--- src/verilog/rtc_regs.svh ---
// register map, field layout, reset values and timing counts of the tuning handler
`ifndef RTC_REGS_SVH
`define RTC_REGS_SVH

`define RTC_A_PHASE 8'h00
`define RTC_A_SYNTH 8'h04
`define RTC_A_SWITCH 8'h08
`define RTC_A_OFFSET 8'h0C
`define RTC_A_SFREQ 8'h10
`define RTC_A_CTRL 8'h14
`define RTC_A_NV_PHASE 8'h18
`define RTC_A_NV_SYNTH 8'h1C
`define RTC_A_NV_OFFSET 8'h20
`define RTC_A_DAC 8'h24
`define RTC_A_STATUS 8'h28

`define RTC_CTRL_SAVE_PH 0
`define RTC_CTRL_SAVE_SP 1
`define RTC_CTRL_SAVE_MO 2
`define RTC_CTRL_RESTART 3

`define RTC_SP_R_LSB 18
`define RTC_SP_N_LSB 6
`define RTC_SP_A_LSB 0

`define RTC_PH_RST 5'h18
`define RTC_R_RST 13'h0A32
`define RTC_N_RST 12'h5BA
`define RTC_A_RST 6'h3F
`define RTC_MO_RST 12'hBB8
`define RTC_DAC_NOM 12'hBB8

`define RTC_R_MIN 13'h05DC
`define RTC_N_MIN 12'h320
`define RTC_MO_MIN 12'h8FC
`define RTC_MO_MAX 12'hE10
`define RTC_DAC_MIN 12'h3E8
`define RTC_SF_LIM 32'sh0000_07D0
`define RTC_SLOPE 11'h5AA

`define RTC_CLK_HZ 50_000_000
`define RTC_MOD_HZ 70
`define RTC_SW_HZ 5
`define RTC_SLOTS 32
`define RTC_SLOT_CYC (`RTC_CLK_HZ / (`RTC_MOD_HZ * `RTC_SLOTS))
`define RTC_HALF_SW_CYC (`RTC_CLK_HZ / (2 * `RTC_SW_HZ))

`endif

--- src/verilog/rtc_pkg.sv ---
// types shared by the tuning handler modules
package rtc_pkg;
	typedef enum {RTC_SQ_IDLE, RTC_SQ_RUN} rtc_sq_state_t;
	typedef logic [11:0] rtc_code_t;
endpackage : rtc_pkg

--- src/verilog/rtc_isqrt.sv ---
// bit-serial integer square root for the field dac code
module rtc_isqrt #(
	parameter int OUT_W = 12
) (
	// clock and reset
	input wire logic clk,
	input wire logic srst,
	// request
	input wire logic start,
	input wire logic [2*OUT_W-1:0] radicand,
	// answer
	output logic busy,
	output logic done,
	output logic [OUT_W-1:0] root
);
	localparam int IW = $clog2(OUT_W);
	localparam int SQ_LAT = OUT_W + 1;

	rtc_pkg::rtc_sq_state_t state_ff;
	logic [2*OUT_W-1:0] rad_ff;
	logic [OUT_W-1:0] acc_ff;
	logic [OUT_W-1:0] root_ff;
	logic [IW-1:0] idx_ff;
	logic done_ff;
	logic [OUT_W-1:0] trial;
	logic [2*OUT_W-1:0] trial_sq;

	if (OUT_W < 2) begin : g_bad_w
		$error("rtc_isqrt: OUT_W must be at least 2");
	end

	// one result bit per cycle, msb first
	always_comb begin
		trial = acc_ff | (OUT_W'(1) << idx_ff);
		trial_sq = trial * trial;
	end

	always_ff @(posedge clk) begin
		if (srst) begin
			state_ff <= rtc_pkg::RTC_SQ_IDLE;
			rad_ff <= '0;
			acc_ff <= '0;
			root_ff <= '0;
			idx_ff <= '0;
			done_ff <= 1'b0;
		end else begin
			done_ff <= 1'b0;
			case (state_ff)
				rtc_pkg::RTC_SQ_IDLE: begin
					if (start) begin
						rad_ff <= radicand;
						acc_ff <= '0;
						idx_ff <= IW'(OUT_W - 1);
						state_ff <= rtc_pkg::RTC_SQ_RUN;
					end
				end
				rtc_pkg::RTC_SQ_RUN: begin
					if (trial_sq <= rad_ff) begin
						acc_ff <= trial;
					end
					if (idx_ff == '0) begin
						root_ff <= (trial_sq <= rad_ff) ? trial : acc_ff;
						done_ff <= 1'b1;
						state_ff <= rtc_pkg::RTC_SQ_IDLE;
					end else begin
						idx_ff <= idx_ff - 1'b1;
					end
				end
				default: state_ff <= rtc_pkg::RTC_SQ_IDLE;
			endcase
		end
	end

	assign busy = (state_ff == rtc_pkg::RTC_SQ_RUN);
	assign done = done_ff;
	assign root = root_ff;

	a_sq_latency: assert property (@(posedge clk) disable iff (srst)
		start && !busy |-> ##[1:SQ_LAT] done) else $error("root not ready in time");
endmodule : rtc_isqrt

--- src/verilog/rtc_tuning_cmd.sv ---
// apb tuning handler: detection phase, synthesizer divider, coil field dac
`include "rtc_regs.svh"
// Notes on behaviour
// - phase setting accepted only 0..31; current value readable
// - modulation cycle split into 32 slots, 11.25 degrees per step
// - lock loop error is in-phase photo signal at 70 Hz modulation
// - phase save writes stored copy; reloaded at restart, power-on sets live and stored copy to 24; stored copy readable
// - synthesizer multiplies 10 MHz by 19*(64*N+A)/R
// - divider accepted only R 1500..8191, N 800..4095, A 0..63; triple readable
// - divider save stores triple in use; stored triple readable
// - coil field driven by 12-bit dac code
// - field dac code kept within 1000..4095, 3000 nominal
// - switching enabled reverses coil current at 5 Hz
// - lock loop error averaged over one full switching period
// - switching enabled at every power-on and restart
// - switching command 1 enables, 0 disables; query reads 1 when enabled
// - field offset accepted only 2300..3600
// - field offset readable, saved to stored copy, reloaded, stored copy readable
// - software offset disables analog inputs, range plus or minus 2000
// - dac code is root of offset times slope plus offset squared
module rtc_tuning_cmd #(
	parameter int SLOT_CYC = `RTC_SLOT_CYC,
	parameter int HALF_SW_CYC = `RTC_HALF_SW_CYC,
	parameter int SAMPLE_W = 16,
	parameter int ACC_W = 40,
	parameter logic [10:0] SLOPE = `RTC_SLOPE
) (
	// clock and reset
	input wire logic clk,
	input wire logic srst,
	// apb slave
	input wire logic psel,
	input wire logic penable,
	input wire logic pwrite,
	input wire logic [7:0] paddr,
	input wire logic [31:0] pwdata,
	output logic [31:0] prdata,
	output logic pready,
	output logic pslverr,
	// analog calibration value and photo detector samples
	input wire logic [11:0] cal_offset,
	input wire logic [SAMPLE_W-1:0] photo_sample,
	input wire logic photo_valid,
	// detection and lock loop
	output logic mod_ref,
	output logic [4:0] detect_phase,
	output logic [ACC_W-1:0] fll_error,
	output logic fll_error_valid,
	// synthesizer divider
	output logic [12:0] synth_r,
	output logic [11:0] synth_n,
	output logic [5:0] synth_a,
	// field coil
	output rtc_pkg::rtc_code_t field_dac_code,
	output logic coil_reverse,
	output logic analog_cal_en
);
	logic [4:0] phase_ff;
	logic [4:0] nv_phase_ff;
	logic [12:0] syn_r_ff;
	logic [11:0] syn_n_ff;
	logic [5:0] syn_a_ff;
	logic [12:0] nv_r_ff;
	logic [11:0] nv_n_ff;
	logic [5:0] nv_a_ff;
	logic [11:0] mo_ff;
	logic [11:0] nv_mo_ff;
	logic [11:0] sf_ff;
	logic sw_mode_ff;
	logic sw_en_ff;
	logic [31:0] prdata_ff;
	logic [31:0] slot_cnt_ff;
	logic [4:0] slot_ff;
	logic [31:0] half_cnt_ff;
	logic per_half_ff;
	logic coil_rev_ff;
	logic [ACC_W-1:0] acc_ff;
	logic [ACC_W-1:0] fll_err_ff;
	logic fll_err_valid_ff;
	rtc_pkg::rtc_code_t dac_ff;

	logic wr;
	logic wr_ph;
	logic wr_sp;
	logic wr_sw;
	logic wr_mo;
	logic wr_sf;
	logic wr_ctrl;
	logic ph_ok;
	logic sp_ok;
	logic mo_ok;
	logic sf_ok;
	logic save_ph;
	logic save_sp;
	logic save_mo;
	logic restart;
	logic [12:0] sp_r;
	logic [11:0] sp_n;
	logic [5:0] sp_a;
	logic slot_tick;
	logic half_tick;
	logic nxt_per_half;
	logic [4:0] rel_slot;
	logic [ACC_W-1:0] samp_ext;
	logic [ACC_W-1:0] nxt_acc;
	logic [11:0] freq_sel;
	logic signed [25:0] slope_prod;
	logic [23:0] mo_sq;
	logic signed [25:0] rad_s;
	logic [23:0] radicand;
	logic sq_busy;
	logic sq_done;
	logic [11:0] sq_root;
	logic [31:0] rd_data;
	logic unmapped;

	if (SLOT_CYC < 1 || HALF_SW_CYC < 1 || SAMPLE_W < 2 || ACC_W <= SAMPLE_W) begin : g_bad_par
		$error("rtc_tuning_cmd: parameter values cannot be served");
	end

	// command decode: a write takes effect in the access phase
	assign wr = psel & penable & pwrite;
	assign wr_ph = wr && (paddr == `RTC_A_PHASE);
	assign wr_sp = wr && (paddr == `RTC_A_SYNTH);
	assign wr_sw = wr && (paddr == `RTC_A_SWITCH);
	assign wr_mo = wr && (paddr == `RTC_A_OFFSET);
	assign wr_sf = wr && (paddr == `RTC_A_SFREQ);
	assign wr_ctrl = wr && (paddr == `RTC_A_CTRL);
	assign save_ph = wr_ctrl & pwdata[`RTC_CTRL_SAVE_PH];
	assign save_sp = wr_ctrl & pwdata[`RTC_CTRL_SAVE_SP];
	assign save_mo = wr_ctrl & pwdata[`RTC_CTRL_SAVE_MO];
	assign restart = wr_ctrl & pwdata[`RTC_CTRL_RESTART];

	assign sp_r = pwdata[`RTC_SP_R_LSB+:13];
	assign sp_n = pwdata[`RTC_SP_N_LSB+:12];
	assign sp_a = pwdata[`RTC_SP_A_LSB+:6];
	// phase and divider upper limits are the field widths themselves
	assign ph_ok = (pwdata[31:5] == 27'h0);
	assign sp_ok = !pwdata[31] && sp_r >= `RTC_R_MIN && sp_n >= `RTC_N_MIN;
	assign mo_ok = (pwdata[31:12] == 20'h0) && pwdata[11:0] >= `RTC_MO_MIN
		&& pwdata[11:0] <= `RTC_MO_MAX;
	assign sf_ok = $signed(pwdata) >= -`RTC_SF_LIM && $signed(pwdata) <= `RTC_SF_LIM;

	// detection phase, live and stored
	always_ff @(posedge clk) begin
		if (srst) begin
			phase_ff <= `RTC_PH_RST;
		end else if (restart) begin
			phase_ff <= nv_phase_ff;
		end else if (wr_ph && ph_ok) begin
			phase_ff <= pwdata[4:0];
		end
	end

	always_ff @(posedge clk) begin
		if (srst) begin
			nv_phase_ff <= `RTC_PH_RST;
		end else if (save_ph) begin
			nv_phase_ff <= phase_ff;
		end
	end

	// synthesizer divider triple, live and stored
	always_ff @(posedge clk) begin
		if (srst) begin
			syn_r_ff <= `RTC_R_RST;
			syn_n_ff <= `RTC_N_RST;
			syn_a_ff <= `RTC_A_RST;
		end else if (restart) begin
			syn_r_ff <= nv_r_ff;
			syn_n_ff <= nv_n_ff;
			syn_a_ff <= nv_a_ff;
		end else if (wr_sp && sp_ok) begin
			syn_r_ff <= sp_r;
			syn_n_ff <= sp_n;
			syn_a_ff <= sp_a;
		end
	end

	always_ff @(posedge clk) begin
		if (srst) begin
			nv_r_ff <= `RTC_R_RST;
			nv_n_ff <= `RTC_N_RST;
			nv_a_ff <= `RTC_A_RST;
		end else if (save_sp) begin
			nv_r_ff <= syn_r_ff;
			nv_n_ff <= syn_n_ff;
			nv_a_ff <= syn_a_ff;
		end
	end

	// field offset, live and stored
	always_ff @(posedge clk) begin
		if (srst) begin
			mo_ff <= `RTC_MO_RST;
		end else if (restart) begin
			mo_ff <= nv_mo_ff;
		end else if (wr_mo && mo_ok) begin
			mo_ff <= pwdata[11:0];
		end
	end

	always_ff @(posedge clk) begin
		if (srst) begin
			nv_mo_ff <= `RTC_MO_RST;
		end else if (save_mo) begin
			nv_mo_ff <= mo_ff;
		end
	end

	// software offset holds analog inputs off until restart
	always_ff @(posedge clk) begin
		if (srst || restart) begin
			sf_ff <= 12'h000;
			sw_mode_ff <= 1'b0;
		end else if (wr_sf && sf_ok) begin
			sf_ff <= pwdata[11:0];
			sw_mode_ff <= 1'b1;
		end
	end

	// field switching always comes back on at restart
	always_ff @(posedge clk) begin
		if (srst || restart) begin
			sw_en_ff <= 1'b1;
		end else if (wr_sw && pwdata[31:1] == 31'h0) begin
			sw_en_ff <= pwdata[0];
		end
	end

	// modulation slot timer
	assign slot_tick = (slot_cnt_ff == 32'(SLOT_CYC - 1));

	always_ff @(posedge clk) begin
		if (srst) begin
			slot_cnt_ff <= 32'h0;
			slot_ff <= 5'h00;
		end else if (slot_tick) begin
			slot_cnt_ff <= 32'h0;
			slot_ff <= slot_ff + 5'h01;
		end else begin
			slot_cnt_ff <= slot_cnt_ff + 32'h1;
		end
	end

	// switching period runs even when the coil is held, so averaging length never changes
	assign half_tick = (half_cnt_ff == 32'(HALF_SW_CYC - 1));
	assign nxt_per_half = half_tick ? ~per_half_ff : per_half_ff;

	always_ff @(posedge clk) begin
		if (srst) begin
			half_cnt_ff <= 32'h0;
			per_half_ff <= 1'b0;
			coil_rev_ff <= 1'b0;
		end else begin
			half_cnt_ff <= half_tick ? 32'h0 : half_cnt_ff + 32'h1;
			per_half_ff <= nxt_per_half;
			coil_rev_ff <= sw_en_ff & nxt_per_half;
		end
	end

	// in-phase demodulation, reference shifted by the phase slot
	assign rel_slot = slot_ff - phase_ff;
	assign samp_ext = {{(ACC_W - SAMPLE_W){photo_sample[SAMPLE_W-1]}}, photo_sample};

	always_comb begin
		nxt_acc = acc_ff;
		if (photo_valid) begin
			nxt_acc = rel_slot[4] ? acc_ff - samp_ext : acc_ff + samp_ext;
		end
	end

	// error handed on once per full switching period, so no 5 Hz spur
	always_ff @(posedge clk) begin
		if (srst) begin
			acc_ff <= '0;
			fll_err_ff <= '0;
			fll_err_valid_ff <= 1'b0;
		end else if (half_tick && per_half_ff) begin
			acc_ff <= '0;
			fll_err_ff <= nxt_acc;
			fll_err_valid_ff <= 1'b1;
		end else begin
			acc_ff <= nxt_acc;
			fll_err_valid_ff <= 1'b0;
		end
	end

	// field dac code from offset, slope and field offset
	assign freq_sel = sw_mode_ff ? sf_ff : cal_offset;
	assign slope_prod = 26'($signed(freq_sel) * $signed({1'b0, SLOPE}));
	assign mo_sq = mo_ff * mo_ff;
	assign rad_s = slope_prod + $signed({2'b00, mo_sq});
	// legal ranges keep the sum below 2**24; a negative sum floors at zero
	assign radicand = rad_s[25] ? 24'h000000 : rad_s[23:0];

	rtc_isqrt #(
		.OUT_W(12)
	) u_isqrt (
		.clk(clk),
		.srst(srst),
		.start(!sq_busy),
		.radicand(radicand),
		.busy(sq_busy),
		.done(sq_done),
		.root(sq_root)
	);

	always_ff @(posedge clk) begin
		if (srst) begin
			dac_ff <= `RTC_DAC_NOM;
		end else if (sq_done) begin
			dac_ff <= (sq_root < `RTC_DAC_MIN) ? `RTC_DAC_MIN : sq_root;
		end
	end

	// register read mux
	always_comb begin
		rd_data = 32'h0;
		unmapped = 1'b0;
		case (paddr)
			`RTC_A_PHASE: rd_data = {27'h0, phase_ff};
			`RTC_A_SYNTH: rd_data = {1'b0, syn_r_ff, syn_n_ff, syn_a_ff};
			`RTC_A_SWITCH: rd_data = {31'h0, sw_en_ff};
			`RTC_A_OFFSET: rd_data = {20'h0, mo_ff};
			`RTC_A_SFREQ: rd_data = {{20{freq_sel[11]}}, freq_sel};
			`RTC_A_CTRL: rd_data = 32'h0;
			`RTC_A_NV_PHASE: rd_data = {27'h0, nv_phase_ff};
			`RTC_A_NV_SYNTH: rd_data = {1'b0, nv_r_ff, nv_n_ff, nv_a_ff};
			`RTC_A_NV_OFFSET: rd_data = {20'h0, nv_mo_ff};
			`RTC_A_DAC: rd_data = {20'h0, dac_ff};
			`RTC_A_STATUS: rd_data = {29'h0, sq_busy, coil_rev_ff, sw_mode_ff};
			default: unmapped = 1'b1;
		endcase
	end

	// read data captured in the setup cycle, stable through the access phase
	always_ff @(posedge clk) begin
		if (srst) begin
			prdata_ff <= 32'h0;
		end else if (psel && !penable) begin
			prdata_ff <= pwrite ? 32'h0 : rd_data;
		end
	end

	assign prdata = prdata_ff;
	assign pready = 1'b1;
	assign pslverr = psel & penable & unmapped;

	assign mod_ref = slot_ff[4];
	assign detect_phase = phase_ff;
	assign fll_error = fll_err_ff;
	assign fll_error_valid = fll_err_valid_ff;
	// divider outputs feed the 19*(64*N+A)/R synthesizer
	assign synth_r = syn_r_ff;
	assign synth_n = syn_n_ff;
	assign synth_a = syn_a_ff;
	assign field_dac_code = dac_ff;
	assign coil_reverse = coil_rev_ff;
	assign analog_cal_en = !sw_mode_ff;

	a_phase_set: assert property (@(posedge clk) disable iff (srst)
		wr_ph && ph_ok |=> phase_ff == $past(pwdata[4:0])) else $error("phase write lost");
	a_phase_keep: assert property (@(posedge clk) disable iff (srst)
		wr_ph && !ph_ok |=> $stable(phase_ff)) else $error("bad phase taken");
	a_slot_wrap: assert property (@(posedge clk) disable iff (srst)
		slot_tick && slot_ff == 5'h1F |=> slot_ff == 5'h00) else $error("slot count not 32");
	a_synth_limits: assert property (@(posedge clk) disable iff (srst)
		syn_r_ff >= `RTC_R_MIN && syn_n_ff >= `RTC_N_MIN) else $error("divider out of range");
	a_synth_save: assert property (@(posedge clk) disable iff (srst)
		save_sp |=> nv_r_ff == $past(syn_r_ff) && nv_a_ff == $past(syn_a_ff)) else $error("divider not saved");
	a_dac_floor: assert property (@(posedge clk) disable iff (srst)
		field_dac_code >= `RTC_DAC_MIN) else $error("dac below floor");
	a_coil_flip: assert property (@(posedge clk) disable iff (srst)
		half_tick && sw_en_ff && !wr_sw ##1 sw_en_ff |-> coil_rev_ff != $past(coil_rev_ff))
		else $error("coil not reversed");
	a_err_period: assert property (@(posedge clk) disable iff (srst)
		fll_error_valid |-> $past(per_half_ff) && !per_half_ff && $past(half_tick)) else $error("error mid period");
	a_sw_restart: assert property (@(posedge clk) disable iff (srst)
		restart |=> sw_en_ff && analog_cal_en) else $error("restart state wrong");
	a_offset_save: assert property (@(posedge clk) disable iff (srst)
		save_mo |=> nv_mo_ff == $past(mo_ff)) else $error("offset not saved");
	a_sf_mode: assert property (@(posedge clk) disable iff (srst)
		wr_sf && sf_ok |=> !analog_cal_en [*2]) else $error("analog inputs still on");
endmodule : rtc_tuning_cmd
--- config.mk ---
export PLATFORM = sky130hd
export DESIGN_NAME = rtc_tuning_cmd
export DESIGN_NICKNAME = d
export VERILOG_FILES = /design/src/verilog/rtc_pkg.sv /design/src/verilog/rtc_isqrt.sv /design/src/verilog/rtc_tuning_cmd.sv
export VERILOG_INCLUDE_DIRS = /design/src /design/src/verilog
export SDC_FILE = /design/constraint.sdc
export NUM_CORES = 2
export LEC_CHECK = 0
export CAP_MARGIN = 5
export CORE_MARGIN = 2
export CORE_UTILIZATION = 55
export DETAILED_ROUTE_END_ITERATION = 10
export DONT_BUFFER_PORTS = 1
export GPL_ROUTABILITY_DRIVEN = 0
export PLACE_DENSITY = 0.68
export SYNTH_ARGS = -nofsm -noshare
export SYNTH_HDL_FRONTEND = slang
export SYNTH_SLANG_ARGS = --single-unit
--- constraint.sdc ---
create_clock -name clk -period 8.7 [get_ports clk]
set_input_delay 1.74 -clock clk [delete_from_list [all_inputs] [get_ports clk]]
set_output_delay 1.74 -clock clk [all_outputs]
set_load 0.01 [all_outputs]
==> out/qor.yml <==
setup_path:
  rrSetupSlack_ns: 0.56
  critPathBufInv: 6
  critPathSlowestCell: "a2111oi_0"
  worstPathMaxFanout: 16
  max_stage_delay_ns: 0.63
  reg2reg_depth: 27
  setup.worst_path.end: "u_isqrt.rad_ff[6]$_SDFFE_PP0N_"
  rr_endpoint: "u_isqrt.rad_ff[6]$_SDFFE_PP0N_"
  cp.required_ns: 9.19
  worst_setup_path_start_kind: "primary input"
  cp_num_cells: 28
  crit_family: "adder cells"
  critPathKind: "primary input to flop"
  end_kind: "flop"
  crit_arrival_ns: 8.68
  crit_path_start: "cal_offset[6]"
  r2r_start: "mo_ff[5]$_SDFFE_PP1P_"
placement:
  port_buffers: 0
  place_inst: 4068
  dp_hpwl_microns: 61400
job:
  maxCapViolCount: 0
global_route:
  grt_pass1_vias: 24800
  grt_max_degree: 192
  antenna_found_initial: 8
  track_usage: 0.285
  grt_pass1_wl_microns: 129000
  grt_overflow_total: 0
detailed_routing:
  wl_met1_microns: 33800
  postRouteAntennaNets: 0
  drt_wl_total_microns: 80000
  dr_wl_met3_microns: 5940
  wl_per_cell_microns: 19.3
  drt_iter0_markers: 1856
  met2_length_microns: 37600
  post_drt_via_cell_ratio: 5.96
  num_vias: 24700
  top_layer: "met5"
  drt-pass1-iter-count: 6
  remaining_drc_errors: 0
yosys:
  synth-seq-area-share: 0.244
  synth_edf_count: 0
  synth.area.top_cells: "dfxtp_1 (24%), fa_1 (14%), ha_1 (13%)"
  ys_ff_latch: 360
  synth_top_area_share: 0.244
  synth_area_sq_um: 29500
  syn_nets: 4067
  synthCells: 3490
  synth.distinct_cells: 77
  synth_largest_area_cell: "dfxtp_1"
  syn_area_per_cell_sq_um: 8.46
  yosys_warnings: 0
  synth_ff_type: "dfxtp_1"
  synthArstFlopShare: 0
floorplan:
  dieWidth_microns: 236
  dieArea_sq_um: 55500
  initial_core_util: 0.559
  row_count: 84
  io_pins: 200
  die_h_microns: 236
  coreArea_sq_um: 52800
cts:
  cts.hold.buffers_added: 0
  cts-buffers-inserted: 42
  post_cts_buffers: 0
  cts.sinks: 360
  cts_tree: "yes"
  cts_root_buf: "clkbuf_16"
  clock_latency_ns: 0.59
  htree_num_levels: 2
  clk_pin_slew_ns: 0.06
  clockBufferDepth: 3
timing:
  maxSlewViolCount: 0
  rsz0062_at_grt: "no"
  min_period_ns: 8.19
  fin_skew_ns: 0.0346
  max_slew_margin: 0.241
  period_share: 0.941
  tightestPinTransition_ns: 1.13
  fmax_mhz: 122
  fin_setup_tns_ns: 0
  hold_viol: 0
  setup_viol: 0
pwr:
  leakage_nw: 14.1
  p_per_area_nw_per_um2: 215
  vdd.ir_drop.worst_v: 0.000264
status:
  status: "completed"
final_layout:
  final_common_cell: "nor2_1"
  drive_above_1_share: 0.0530
  final_cell_mix: "nor2_1 (392), inv_1 (377), dfxtp_1 (359)"
  nNetsFinal: 4001
  area_delta_synth_final_pct: 6.91
  layout.cells.non_filler: 4149
worst_hold_path:
  hold_path_class: "flop to flop"
per-layer routing:
metal | GRT usage | up-vias
met5 | 0 | -
met1 | 0.367 | 12000
met4 | 0.100 | 8
met3 | 0.0555 | 182
li1 | - | 11700
met2 | 0.477 | 840
cells in the mapped netlist, types with 11 or more instances:
cell	instances
and2_1	65
a22oi_1	60
or3_1	21
nor2b_1	29
nand2_1	278
a21o_1	61
a211oi_1	64
nand3b_1	29
clkbuf_1	133
nand4_1	32
xor2_1	76
fa_1	208
nor3_1	40
nand3_1	65
o21bai_1	19
ha_1	295
o21ai_0	101
nand2b_1	30
a21oi_1	234
and3_1	26
inv_1	377
o21a_1	17
o211ai_1	11
mux2_2	15
or2_2	34
dfxtp_1	360
a22o_1	26
xnor2_1	106
nor4_1	20
a31oi_1	23
mux2i_1	89
nor2_1	394
worst min-delay path, cell delays in order (launching register included):
cell	delay (ns)
dfxtp_1	0.32
nand2_1	0.06
a21oi_1	0.05
flip-flops by register name, indices dropped and copies added, names as in the netlist, 12 cells and up:
signal / cells
u_isqrt.acc_ff: 12
synth_r: 13
field_dac_code: 12
nv_mo_ff: 12
mo_ff: 12
u_isqrt.rad_ff: 24
acc_ff: 40
prdata: 32
sf_ff: 12
slot_cnt_ff: 32
synth_n: 12
nv_r_ff: 13
half_cnt_ff: 32
nv_n_ff: 12
u_isqrt.root: 12
fll_error: 40
through the flow:
step,area [sq um],hold slack [ns],util,power [mW],setup WS [ns]
after floorplan,29500,0.426,-,4.26,0.709
after global placement,30100,0.448,0.571,4.84,0.249
after detailed placement,30100,0.460,0.571,4.95,0.0278
after CTS,31500,0.473,0.598,6.76,0.516
after global routing,31500,0.496,0.598,7.24,0.0177
final,31500,0.472,0.598,6.77,0.513
cell families after synthesis:
| family | count (synthesis) | synth area share |
|---|---|---|
| fa+ha+maj | 503 | 0.266 |
| xor+xnor | 182 | 0.0540 |
| mux | 104 | 0.0359 |
| compound gates | 707 | 0.155 |
| buf+inv | 537 | 0.0692 |
| flops | 360 | 0.244 |
| other cells | 1 | 0.000127 |
| simple gates | 1096 | 0.175 |
how the worst min path moves through the flow:
stage / startpoint / to / slack (ns) / cells past startpoint
6_report: nv_r_ff[3]$_SDFFE_PP0P_ / nv_r_ff[3]$_SDFFE_PP0P_ / 0.47 / 2
5_1_grt: nv_r_ff[8]$_SDFFE_PP0P_ / nv_r_ff[8]$_SDFFE_PP0P_ / 0.50 / 2
4_1_cts: nv_r_ff[3]$_SDFFE_PP0P_ / nv_r_ff[3]$_SDFFE_PP0P_ / 0.47 / 2
3_5_place_dp: u_isqrt.root[1]$_SDFFE_PP0P_ / u_isqrt.root[1]$_SDFFE_PP0P_ / 0.46 / 2
3_3_place_gp: half_cnt_ff[0]$_SDFF_PP0_ / half_cnt_ff[0]$_SDFF_PP0_ / 0.45 / 1
2_1_floorplan: u_isqrt.root[1]$_SDFFE_PP0P_ / u_isqrt.root[1]$_SDFFE_PP0P_ / 0.43 / 2
cell type report:
type,instances,area (sq um)
Fill cell,4588,21200
Multi-Input combinational cell,2593,20300
Clock buffer,60,1230
Timing Repair Buffer,43,323
Tap cell,688,861
Antenna cell,5,12.5
Inverter,384,1440
Clock inverter,16,175
Sequential cell,360,7210
what timing repair did:
item                                    4_1_cts  5_1_grt
resized for setup                             0        2
endpoints found under the hold margin         0        0
endpoints found under the setup margin        0       25
report_power, final:
group	leakage [nW]	switching, mW	internal (mW)
sequential	2.92	0.0550	1.73
clock	0.689	0.744	1.05
combinational	10.5	1.85	1.34
Power figures use the tool's default switching activity.
